`src/fbos_map.vh`:
```
/*
 * Constants for the per-bank output state selector: command codes,
 * output state encodings, bank count and width, and status error bits.
 * Assumes it is included by bare name and that the command decoder
 * upstream presents one already-classified command per strobe.
 */
`ifndef FBOS_MAP_VH
`define FBOS_MAP_VH

`define FBOS_NBANKS        8
`define FBOS_BANK_W        3

// Output states
`define FBOS_OUT_W         2
`define FBOS_OUT_ARRAY     2'h0
`define FBOS_OUT_STATUS    2'h1
`define FBOS_OUT_SIG       2'h2
`define FBOS_OUT_QUERY     2'h3

// Classified command codes
`define FBOS_CMD_W         4
`define FBOS_CMD_RD_ARRAY  4'h0
`define FBOS_CMD_PROG_SU   4'h1
`define FBOS_CMD_ERASE_SU  4'h2
`define FBOS_CMD_FP_SU     4'h3
`define FBOS_CMD_QFP_SU    4'h4
`define FBOS_CMD_CONFIRM   4'h5
`define FBOS_CMD_SUSPEND   4'h6
`define FBOS_CMD_RD_STATUS 4'h7
`define FBOS_CMD_CLR_STAT  4'h8
`define FBOS_CMD_RD_SIG    4'h9
`define FBOS_CMD_RD_QUERY  4'hA
`define FBOS_CMD_OTHER     4'hF

// Status register error bits
`define FBOS_ERR_W         5
`define FBOS_ERR_RESET     5'h00

`endif

```
`src/fbos_bank_state.v`:
```
/*
 * One bank's output state holder.
 * Assumes load and value arrive on the same clock as clk.
 */
`include "fbos_map.vh"
module fbos_bank_state (
	input  wire                   clk,
	input  wire                   rst_n,
	input  wire                   load,
	input  wire [`FBOS_OUT_W-1:0] value,
	output reg  [`FBOS_OUT_W-1:0] state_q
);
	always @(posedge clk or negedge rst_n) begin
		if (!rst_n) begin
			state_q <= `FBOS_OUT_ARRAY;
		end else if (load) begin
			state_q <= value;
		end
	end
endmodule // fbos_bank_state

```
`src/fbos_select.v`:
```
/*
 * Per-bank output state selection for a multi-bank flash command
 * interface. Takes classified command strobes with a bank address,
 * the program/erase controller's busy and suspend levels (from pins,
 * so synchronised here), and drives each bank's output state, a
 * data-path selector for a read bank, and the status error bits.
 * Assumes command strobes come from logic on clk.
 */
`include "fbos_map.vh"
module fbos_select (
	input  wire                                 clk,
	input  wire                                 rst_n,
	input  wire                                 cmd_valid,
	input  wire [`FBOS_CMD_W-1:0]               cmd_code,
	input  wire [`FBOS_BANK_W-1:0]              cmd_bank,
	input  wire                                 pe_busy,
	input  wire                                 pe_suspended,
	input  wire                                 err_set,
	input  wire [`FBOS_ERR_W-1:0]               err_in,
	input  wire [`FBOS_BANK_W-1:0]              rd_bank,
	output reg  [`FBOS_NBANKS*`FBOS_OUT_W-1:0]  bank_state_q,
	output reg  [`FBOS_OUT_W-1:0]               rd_sel_q,
	output reg                                  rd_undef_q,
	output reg                                  in_setup_q,
	output reg  [`FBOS_ERR_W-1:0]               err_bits_q
);
	// ****************************************
	// Constants and helpers
	// ****************************************
	localparam PH_IDLE  = 1'b0;
	localparam PH_SETUP = 1'b1;

	function is_setup;
		input [`FBOS_CMD_W-1:0] c;
		begin
			is_setup = (c == `FBOS_CMD_PROG_SU) || (c == `FBOS_CMD_ERASE_SU) ||
				(c == `FBOS_CMD_FP_SU) || (c == `FBOS_CMD_QFP_SU);
		end
	endfunction

	// Picks one bank's output state out of a packed bank vector
	function [`FBOS_OUT_W-1:0] bank_field;
		input [`FBOS_NBANKS*`FBOS_OUT_W-1:0] vec;
		input [`FBOS_BANK_W-1:0]             idx;
		begin
			bank_field = vec[idx*`FBOS_OUT_W +: `FBOS_OUT_W];
		end
	endfunction

	// True when a command bank address names bank n
	function bank_hit;
		input [`FBOS_BANK_W-1:0] b;
		input integer            n;
		begin
			bank_hit = (b == n[`FBOS_BANK_W-1:0]);
		end
	endfunction

	// ****************************************
	// Pin synchronisers
	// ****************************************
	reg busy_s1_q;
	reg busy_q;
	reg susp_s1_q;
	reg susp_q;

	always @(posedge clk or negedge rst_n) begin
		if (!rst_n) begin
			busy_s1_q <= 1'b0;
			busy_q    <= 1'b0;
			susp_s1_q <= 1'b0;
			susp_q    <= 1'b0;
		end else begin
			busy_s1_q <= pe_busy;
			busy_q    <= busy_s1_q;
			susp_s1_q <= pe_suspended;
			susp_q    <= susp_s1_q;
		end
	end

	// ****************************************
	// Interface phase
	// ****************************************
	reg                     phase_q;
	reg                     phase_d;
	reg                     ignore_q;
	reg                     ignore_d;
	reg                     load_en;
	reg [`FBOS_OUT_W-1:0]   load_val;
	reg                     clr_ok;

	always @* begin
		phase_d  = phase_q;
		ignore_d = ignore_q;
		load_en  = 1'b0;
		load_val = `FBOS_OUT_ARRAY;
		clr_ok   = 1'b0;
		if (cmd_valid) begin
			case (phase_q)
				PH_IDLE: begin
					if (is_setup(cmd_code)) begin
						if (busy_q) begin
							ignore_d = 1'b1;
						end else begin
							phase_d  = PH_SETUP;
							load_en  = 1'b1;
							load_val = `FBOS_OUT_STATUS;
						end
						phase_d = PH_SETUP;
					end else begin
						case (cmd_code)
							`FBOS_CMD_RD_ARRAY: begin
								load_en  = 1'b1;
								load_val = `FBOS_OUT_ARRAY;
							end
							`FBOS_CMD_RD_STATUS: begin
								load_en  = 1'b1;
								load_val = `FBOS_OUT_STATUS;
							end
							`FBOS_CMD_RD_SIG: begin
								load_en  = 1'b1;
								load_val = `FBOS_OUT_SIG;
							end
							`FBOS_CMD_RD_QUERY: begin
								load_en  = 1'b1;
								load_val = `FBOS_OUT_QUERY;
							end
							`FBOS_CMD_CLR_STAT: begin
								clr_ok = !busy_q && !susp_q;
							end
							default: begin
								load_en = 1'b0;
							end
						endcase
					end
				end
				PH_SETUP: begin
					// Second cycle: ignored too if first was ignored
					phase_d  = PH_IDLE;
					ignore_d = 1'b0;
					load_en  = !ignore_q;
					load_val = `FBOS_OUT_STATUS;
				end
				default: begin
					phase_d  = PH_IDLE;
					ignore_d = 1'b0;
				end
			endcase
		end
	end

	always @(posedge clk or negedge rst_n) begin
		if (!rst_n) begin
			phase_q    <= PH_IDLE;
			ignore_q   <= 1'b0;
			in_setup_q <= 1'b0;
		end else begin
			phase_q    <= phase_d;
			ignore_q   <= ignore_d;
			in_setup_q <= phase_d & ~ignore_d;
		end
	end

	// ****************************************
	// Bank state array
	// ****************************************
	wire [`FBOS_NBANKS*`FBOS_OUT_W-1:0] st_w;
	genvar gi;
	generate
		for (gi = 0; gi < `FBOS_NBANKS; gi = gi + 1) begin : g_bank
			fbos_bank_state u_bank (
				.clk     (clk),
				.rst_n   (rst_n),
				.load    (load_en && bank_hit(cmd_bank, gi)),
				.value   (load_val),
				.state_q (st_w[gi*`FBOS_OUT_W +: `FBOS_OUT_W])
			);
		end
	endgenerate

	// ****************************************
	// Outputs
	// ****************************************
	always @(posedge clk or negedge rst_n) begin
		if (!rst_n) begin
			bank_state_q <= {`FBOS_NBANKS*`FBOS_OUT_W{1'b0}};
		end else begin
			bank_state_q <= st_w;
		end
	end

	// ****************************************
	// Read path
	// ****************************************
	// Output state of the bank being read, from the live bank registers
	wire [`FBOS_OUT_W-1:0] rd_field;
	assign rd_field = bank_field(st_w, rd_bank);

	always @(posedge clk or negedge rst_n) begin
		if (!rst_n) begin
			rd_sel_q   <= `FBOS_OUT_ARRAY;
			rd_undef_q <= 1'b0;
		end else begin
			rd_sel_q   <= rd_field;
			rd_undef_q <= busy_q && (rd_field == `FBOS_OUT_ARRAY);
		end
	end

	// ****************************************
	// Status error bits
	// ****************************************
	always @(posedge clk or negedge rst_n) begin
		if (!rst_n) begin
			err_bits_q <= `FBOS_ERR_RESET;
		end else begin
			if (err_set) begin
				err_bits_q <= err_bits_q | err_in;
			end else if (clr_ok) begin
				err_bits_q <= `FBOS_ERR_RESET;
			end
		end
	end
endmodule // fbos_select

```
`config.mk`:
```
export PLATFORM = sky130hd
export DESIGN_NAME = fbos_select
export DESIGN_NICKNAME = d
export VERILOG_FILES = /design/src/fbos_bank_state.v /design/src/fbos_select.v
export VERILOG_INCLUDE_DIRS = /design/src
export SDC_FILE = /design/constraint.sdc
export NUM_CORES = 1
export LEC_CHECK = 0
export CORE_UTILIZATION = 25
export CTS_CLUSTER_SIZE = 12
export DETAILED_ROUTE_END_ITERATION = 6
export DONT_BUFFER_PORTS = 1
export HOLD_SLACK_MARGIN = 0.12
export PLACE_DENSITY = 0.5
export SETUP_SLACK_MARGIN = 0.3
export SYNTH_ARGS = -nofsm -noshare
export SYNTH_HDL_FRONTEND = slang
export SYNTH_HIERARCHICAL = 1
export SYNTH_SLANG_ARGS = --single-unit
export TNS_END_PERCENT = 5
```
`constraint.sdc`:
```
create_clock -name clk -period 2.2 [get_ports clk]
set_input_delay 0.33 -clock clk [delete_from_list [all_inputs] [get_ports clk]]
set_output_delay 0.33 -clock clk [all_outputs]
set_load 0.01 [all_outputs]
```
## Word-level counts from Yosys, hierarchy flattened

Cells that the tools add are included.

| storage, ports and cells | value |
|---|---|
| bits in registers | 47 |
| input port bits | 21 |
| word-level logic and storage cells | 83 |
| output and inout port bits | 25 |

| cells by class | value |
|---|---|
| multiplexer cells | 23 |
| reductions and logical operators | 21 |
| shifts and indexed selects | 1 |
| bitwise gates (word level) | 4 |
| equal/unequal tests | 15 |

Operators with widths:

| operator | number |
|---|---|
| variable part select 16 x 5 -> 2 bit | 1 |
| 2-to-1 mux 1 bit | 14 |
| equality test 3 bit, second input constant | 4 |
| equality test 4 bit, second input constant | 3 |
| logical AND 1 bit | 10 |
| 2-to-1 mux 5 bit | 2 |
| equality test 4 x 2 -> 1 bit, second input constant | 2 |
| equality test 4 x 3 -> 1 bit, second input constant | 2 |
| equality test 3 x 2 -> 1 bit, second input constant | 2 |
| case mux 1 bit (2 select lines) | 3 |
| case mux 2 bit (3 select lines) | 1 |
| bitwise OR 5 bit | 1 |
| equality test 4 x 1 -> 1 bit, second input constant | 1 |
| logical NOT 4 bit | 1 |
| 2-to-1 mux 2 bit | 2 |
| case mux 2 bit (2 select lines) | 1 |
| OR reduction 4 bit | 1 |
| equality test 3 x 1 -> 1 bit, second input constant | 1 |
| logical NOT 1 bit | 3 |
| logical NOT 3 bit | 1 |
| logical OR 1 bit | 3 |
| logical NOT 2 bit | 1 |
| NOT 1 bit | 2 |
| nonzero test 2 bit | 1 |
| AND 1 bit | 1 |

## Depth between registers and ports, before layout

Gate-level depths: netlist of the first run.

| logic depth | value |
|---|---|
| depth after elaboration | 9 |
| depth in mapped cells | 5 |
| gate-level depth less buffers | 5 |

## Modules after synthesis

Netlist of the first run, hierarchy kept.

By module, submodules not included:

| module | times used | area each (um^2) | cells each | seq. area each (um^2) |
|---|---|---|---|---|
| fbos_select | 1 | 1236.2 | 86 | 775.7 |
| fbos_bank_state | 8 | 72.6 | 4 | 50.0 |

## Worst setup path before layout of the first run

No wires, ideal clock.

| timing | value |
|---|---|
| path kind | in2reg |
| start point | in cmd_code[1] |
| end point | reg g_bank[5].u_bank.state_q[0] |
| path buffers | 0 |
| data arrival time | 1.734 ns |
| setup slack | 0.342 ns |
| stages on the path | 5 |
| required time | 2.075 ns |
| setup time | 0.125 ns |
| cells stage by stage | xnor2_1 > mux2i_2 > a31oi_4 > nor4bb_1 > mux2_2 |

| on the way | value |
|---|---|
| cells in the longest elaborated chain, start to end | 8 |
| elaborated cells between the ends (all ways) | 21 |
| classes of those cells | 7 x eq/ne; 8 x mux; 6 x reduce/logical |

RTL lines:

| what | line | RTL |
|---|---|---|
| from (decl) | fbos_select.v:14 | `` input wire [`FBOS_CMD_W-1:0] cmd_code, `` |
| branches (longest 8 deep; another with equality test 4 bit) | -- |  |
| to (signal assigned) | fbos_bank_state.v:15 | `` state_q <= `FBOS_OUT_ARRAY; `` |
| to (signal assigned) | fbos_bank_state.v:17 | `state_q <= value;` |
| to (decl) | fbos_bank_state.v:11 | `` output reg [`FBOS_OUT_W-1:0] state_q `` |

Parallel ways; which one is timed is not known.
A chain may end at the register's enable or synchronous reset.

## Worst setup path in the final report of the first run

| timing | value |
|---|---|
| start point | reg busy_q |
| end point | reg g_bank[5].u_bank.state_q[0] |

| on the way | value |
|---|---|
| cells in the longest elaborated chain, start to end | 5 |
| elaborated cells between the ends (all ways) | 9 |
| classes of those cells | 8 x mux; 1 x reduce/logical |

RTL lines:

| what | line | RTL |
|---|---|---|
| from (decl) | fbos_select.v:63 | `reg busy_q;` |
| from (signal assigned) | fbos_select.v:75 | `busy_q <= busy_s1_q;` |
| 2-to-1 mux 1 bit | fbos_select.v:102 | `if (busy_q) begin` |
| 2-to-1 mux 1 bit | fbos_select.v:101 | `if (is_setup(cmd_code)) begin` |
| case mux 1 bit (2 select lines) | fbos_select.v:99 | `case (phase_q)` |
| 2-to-1 mux 1 bit | fbos_select.v:98 | `if (cmd_valid) begin` |
| logical AND 1 bit | fbos_select.v:174 | `.load (load_en && bank_hit(cmd_bank, gi)),` |

Several ways; a longest one is shown, not always the timed one.

==> results of run 1 <==
## what timing repair did
action                                  in CTS  in global routing
hold buffers                                 5                  0
resized for setup                            1                  1
pin swaps                                    0                  0
cloned                                       0                  0
endpoints found under the setup margin       2                 10
endpoints found under the hold margin       50                  0
## worst max-delay path, stage by stage, from the launching register on
cell and delay [ns]:
dfrtp_1 0.45, nor2b_1 0.19, nand3_1 0.12, a31oi_4 0.17, nor4bb_1 0.37, buf_4 0.18
mux2_2 0.32
## worst min path at each step
stage	from	end
after floorplan	rst_n	bank_state_q[0]
after global placement	rst_n	bank_state_q[9]
after detailed placement	rst_n	bank_state_q[9]
after CTS	err_set	err_bits_q[1]
after global routing	err_set	err_bits_q[1]
final	err_set	err_bits_q[1]
## cells by family (layout without fill, tap and decap cells)
logic type                Yosys count  count (layout)  share of synthesized area [%]
DFF                                47              47                          64.74
buffers and inverters               0              16                              0
AOI/OAI and AO/OA                  14              14                          5.372
xor gates and xnor gates            1               1                         0.4822
muxes                              23              23                          17.49
and+or+nand+nor                    33              33                          11.91
## per-layer routing
| metal | part of all wire (%) | routed length [um] | vias to the layer above |
|---|---|---|---|
| met5 | 0 | 0 | - |
| met4 | 1.8 | 71 | 0 |
| met3 | 7.9 | 308 | 6 |
| met2 | 48 | 1882 | 31 |
| met1 | 42 | 1648 | 541 |
| li1 | - | - | 467 |
## layout by cell type, fill, tap and decap left out
cell,n
nor2_1,9
nor4_1,1
nand2_1,3
nor4b_2,3
clkbuf_8,5
nand3b_1,2
clkinv_4,1
mux2i_2,1
and2b_1,1
inv_6,1
a41oi_1,1
nor3_1,2
xnor2_1,1
nor4bb_1,1
bufinv_16,1
a21oi_1,7
nand3_1,1
mux2_4,1
o21ai_0,3
nand2b_1,2
and2_1,1
buf_16,1
nor4bb_2,1
mux4_1,2
nor3b_1,1
or3_1,1
nor3b_2,1
mux2_2,17
dlygate4sd3_1,4
mux4_2,2
nor4b_1,2
o31a_1,2
a31oi_4,1
buf_4,3
dfrtp_1,47
nor2b_1,1
## power by group
part | internal (W) | leakage (nW) | switching [W] | total [W]
Clock | 0.000345 | 0.0587 | 0.000312 | 0.000657
Sequential | 0.000976 | 0.604 | 0.0000986 | 0.00107
Combinational | 0.000101 | 0.268 | 0.0000738 | 0.000175
## registers in the layout, summed over array words and instances, names as in the netlist
name and count:
susp_q 1, rd_undef_q 1, err_bits_q 5, g_bank.u_bank/state_q 16
busy_s1_q 1, phase_q 1, susp_s1_q 1, busy_q 1
in_setup_q 1, bank_state_q 16, rd_sel_q 2, ignore_q 1
## metrics by stage
step	hold WS (ns)	cells
finish	0.1771	230
detailed placement	0.03608	217
global route	0.1805	230
CTS	0.1734	230
floorplan	0.03441	118
global placement	0.03604	217
## layout make-up
cell class | count | area (sq um)
clock buffer | 5 | 68.82
clock inverter | 3 | 47.55
fill | 713 | 4751
multi-input combinational | 71 | 653.1
sequential | 47 | 1176
tap | 96 | 120.1
timing repair buffer | 8 | 90.09
==> metrics, run 1 <==
status=finished clean; last element of the critical path=g_bank[5].u_bank/state_q[0]; top-count cell post-synth=dfrtp_1; post-CTS setup buffer count=0; row cnt=30; WL/cell=17.00 um; largest net degree at the start of global routing=between 40 and 50; PwrDens=884.3 nW/um^2; n_diodes=0; H-tree lvl count=2; leak pwr=0.9303 nW; Die ar.=7612 sq um; Initial Utilization=26.30%; Cell Area, Synth=1817 sq um; Ports=46; clock slew at reported path FFs=roughly 0.10 ns; final instance area=2156 sq um; maximum capacitance violations=0; Post-synth EDFFs=0; chip width=87.25 um; IR drop worst, VDD=around 320 uV; Core ar.=roughly 7000 sq um; Area Overhead vs Synth=18.66%; Setup crit start=busy_q; GRT met2 Usage=roughly 17%; number of CTS-inserted buffers=5; final period utilization=86.21%; type of origin of the critical path=register; CTS max path bufs=2; Fin Setup TNS=0 ns; final worst path period need=1.897 ns; hold depth=2; worst r2r path cells=6; worst skew pair latency=0.31 ns; Hold Crit Class=in2reg; initial antenna violation count=0; Critical Path AT=2.10 ns; pre-CTS setup slack=0.08345 ns; GR Layer Usage met1=13.79%; top cells by count, synth=dfrtp_1 (47), mux2_2 (17), nor2_1 (9); Synth top area share=64.74%; Slew headroom=62.11%; Port Buffers=0; clock sink total=47; Vias/cell=4.543; grt met3 use=4.360%; max-slew violation total from the final report=0; clk_skew=0.009993 ns; Seq/Total Area, Yosys=64.74%; routed via count=about 1,000; WS Path Type=reg2reg; reg-to-reg slack, setup=0.30 ns; count of final setup violators=0; worst-path fanout max=8; DRT antenna net count=0; gr ovfl total=0; CTS tree=yes; fraction of layout cells with a size suffix above 1=29.10%; root buf cell=clkbuf_8; vias in the first global route=approximately 1,100; Layout Utilization=~31%; DPL Wire Length=2796 um; drt pass-1 iters=4; library cells used by synthesis=29; endpoints failing hold=0; DRT Wirelength=about 3900 um; Crit Reg-Reg Endpoint=g_bank[5].u_bank/state_q[0]; upper clock frequency limit=527.2 MHz; Worst Path Required=roughly 2.4 ns; ys flop type=dfrtp_1; R2R Path Start=busy_q; total power=0.001906 W; area leader, netlist=dfrtp_1; die height=87.25 um; Synthesized Nets=139; drc violations=0; GRT busiest layer=met2; synth warn=6; Initial DRC Count=39; placed inst area=1959 sq um; first-pass GRT wire length=5982 um; final net count=around 150; #FFs+latches synth=47; Async SR Flop Fraction=100.0%; gr usage total=11.03%; unrepaired setup endpoints after global routing=true; synth top area cells=dfrtp_1 (65%), mux2_2 (11%), mux4_1 (2.9%); slew at the pin closest to its max-slew limit=0.5662 ns; Avg Cell Area, Syn=approximately 15 sq um; Final GP Congestion=0.7960; Worst Setup End Kind=register; worst setup slack after layout=0.3033 ns; Mapped Cells=118
Note: power is estimated with default switching activity, not from simulation.
==> run 2: changes to the inputs <==
Settings changed: CORE_UTILIZATION 25 to 55, PLACE_DENSITY 0.5 to 0.82.
==> run 2 against run 1 <==
Die area fell by 54%; cell area fell by 5.6%; register-to-register slack improved by 0.03 ns; largest cell class unchanged; hold slack lost 0.031 ns; power down 12%; core utilization increased by 34 points; largest power group unchanged; combinational power down 3%; clock skew decreased by 0.0019 ns; sequential cell count unchanged.
==> metrics, run 2 (same netlist as run 1, synthesis figures left out) <==
status=finished clean; Post-Place Cells=164 (-24%); final instance area=2036 sq um (-5.6%); row cnt=20 (-33%); worst hold margin=0.1464 ns (-0.03071 ns); Clock power frac=25.9% (-8.6 points); combinational power share=10.2% (+1.0 points); CTS tree=yes; n_diodes=0 (unchanged); routed via count=1,029 (-1.5%); unrepaired setup endpoints after global routing=true; most frequent cells in the layout=dfrtp_1 (47), mux2_2 (17), nor2_1 (9), a21oi_1 (7), clkbuf_4 (5); Ports=46 (unchanged); switching portion of total power=24.42% (-1.0 points); Area Overhead vs Synth=12.05%; PwrDens=822.1 nW/um^2 (-7.0%); Largest regs=bank_state_q x16, g_bank.u_bank/state_q x16, err_bits_q x5; area of the multi-input gates=653.1 sq um (unchanged); Worst Setup End Kind=register; clk_skew=0.008121 ns (-0.001872 ns); max-slew violation total from the final report=0 (unchanged); internal power=0.001265 W (-11%); IR drop worst, VDD=399.3 uV (+24%); slew at the pin closest to its max-slew limit=0.4437 ns (-0.1225 ns); chip width=59.48 um (-32%); drc violations=0 (unchanged); Non-Filler Instances=177 (-23%); fraction of layout cells with a size suffix above 1=27.82% (-1.3 points); DPL Wire Length=2180 um (-22%); Crit Reg-Reg Endpoint=g_bank[3].u_bank/state_q[1]; Initial Utilization=58.55% (+32 points); Reg area=1176 sq um (unchanged); count of final setup violators=0 (unchanged); Critical Path AT=2.11 ns (about the same); initial antenna violation count=0 (unchanged); worst skew pair latency=0.35 ns (+0.04 ns); gr usage total=20.49% (+9.5 points); DRT antenna net count=0 (unchanged); die height=59.48 um (-32%); Die ar.=3537 sq um (-54%); sequential share of power=63.9% (+7.5 points); Fin Setup TNS=0 ns (unchanged); type of origin of the critical path=register; Port Buffers=0 (unchanged); Vias/cell=5.814 (+28%); root buf cell=clkbuf_4; final worst path period need=1.869 ns (-0.02781 ns); clock slew at reported path FFs=0.12 ns (+0.02 ns); final period utilization=84.95% (-1.3 points); commonest non-fill, non-tap cell in the layout=dfrtp_1; R2R Path Start=busy_q; clock sink total=47 (unchanged); P_sw=0.0004087 W (-16%); worst-path fanout max=8 (unchanged); drt pass-1 iters=5 (+1); reg-to-reg slack, setup=0.33 ns (+0.03 ns); placed inst area=1887 sq um (-3.7%); Hold Crit Class=in2reg; Fillers=224 (-69%); worst r2r path cells=5 (-1); Final GP Congestion=0.9533 (+20%); Core ar.=3103 sq um (-55%); leak pwr=0.9039 nW (-2.8%); Slew headroom=70.00% (+7.9 points); vias in the first global route=1,046 (-2.6%); H-tree lvl count=2 (unchanged); upper clock frequency limit=535.1 MHz (+1.5%); Worst Path Required=2.44 ns (+0.04 ns); first-pass GRT wire length=5064 um (-15%); maximum capacitance violations=0 (unchanged); number of CTS-inserted buffers=5 (unchanged); min-delay src=rd_bank[1]; WL/cell=17.68 um (+4.0%); endpoints failing hold=0 (unchanged); WS Path Type=reg2reg; CTS max path bufs=2 (unchanged); gr ovfl total=0 (unchanged); largest net degree at the start of global routing=48 (unchanged); Setup crit start=busy_q; final net count=153 (-0.65%); DRT Wirelength=3130 um (-20%); Initial DRC Count=31 (-21%); last element of the critical path=g_bank[3].u_bank/state_q[1]
==> run 2: changes by cell type in the layout (fill, tap and decap cells not counted), sizes merged <==
cell and change:
clkbuf +3, buf -1, bufinv -1, clkinv -1, inv -1
==> run 2: stage by stage <==
stage / utilization (%) / total power [W] / setup WS (ns)
final: 65.60 / 0.001673 / 0.3312
after global routing: 65.60 / 0.001760 / 0.1723
after CTS: 65.40 / 0.001692 / 0.3011
after detailed placement: 60.81 / 0.001231 / 0.1331
after global placement: 60.81 / 0.001220 / 0.1523
after floorplan: - / 0.001189 / 0.3417
==> run 2: timing repair <==
action,CTS,global route
resized for setup,1,1
hold buffers,5,0
setup endpoints to repair,1,10
buffers inserted,0,0
cloned,0,0
hold endpoints to repair,50,0
==> run 2: routing by layer <==
metal,vias up,track usage [%],part of all wire [%]
met5,-,0,0
met4,0,9.864,1.8
met3,8,5.677,5.7
met2,39,31.78,50
met1,516,26.67,42
li1,466,-,-
==> run 2: critical path, cell delays in order (launching register included) <==
cell,delay [ns]
dfrtp_1,0.47
nor2b_1,0.20
nand3_1,0.12
a31oi_4,0.15
nor4bb_2,0.43
mux2_2,0.40
==> run 2: area by class of cell <==
type	count	share of cell area, %
Clock buffer	8	3.380
Multi-Input combinational cell	71	32.08
Sequential cell	47	57.78
Timing Repair Buffer	7	4.057
Tap cell	44	2.704
==> run 2: power by group through the flow <==
stage / Clock [W] / Sequential, W / Combinational (W)
finish: 0.000434 / 0.00107 / 0.000170
global route: 0.000483 / 0.00109 / 0.000191
CTS: 0.000449 / 0.00107 / 0.000172
detailed placement: 0 / 0.00109 / 0.000141
global placement: 0 / 0.00108 / 0.000136
floorplan: 0 / 0.00107 / 0.000124
==> run 2: how the worst min path moves through the flow <==
stage | slack, ns | to | depth (start not counted)
after floorplan | 0.03 | bank_state_q[0] | 0
after global routing | 0.13 | rd_sel_q[1] | 1
final | 0.15 | rd_sel_q[1] | 1
after CTS | 0.14 | err_bits_q[2] | 2
after global placement | 0.04 | busy_q | 0
after detailed placement | 0.04 | in_setup_q | 0
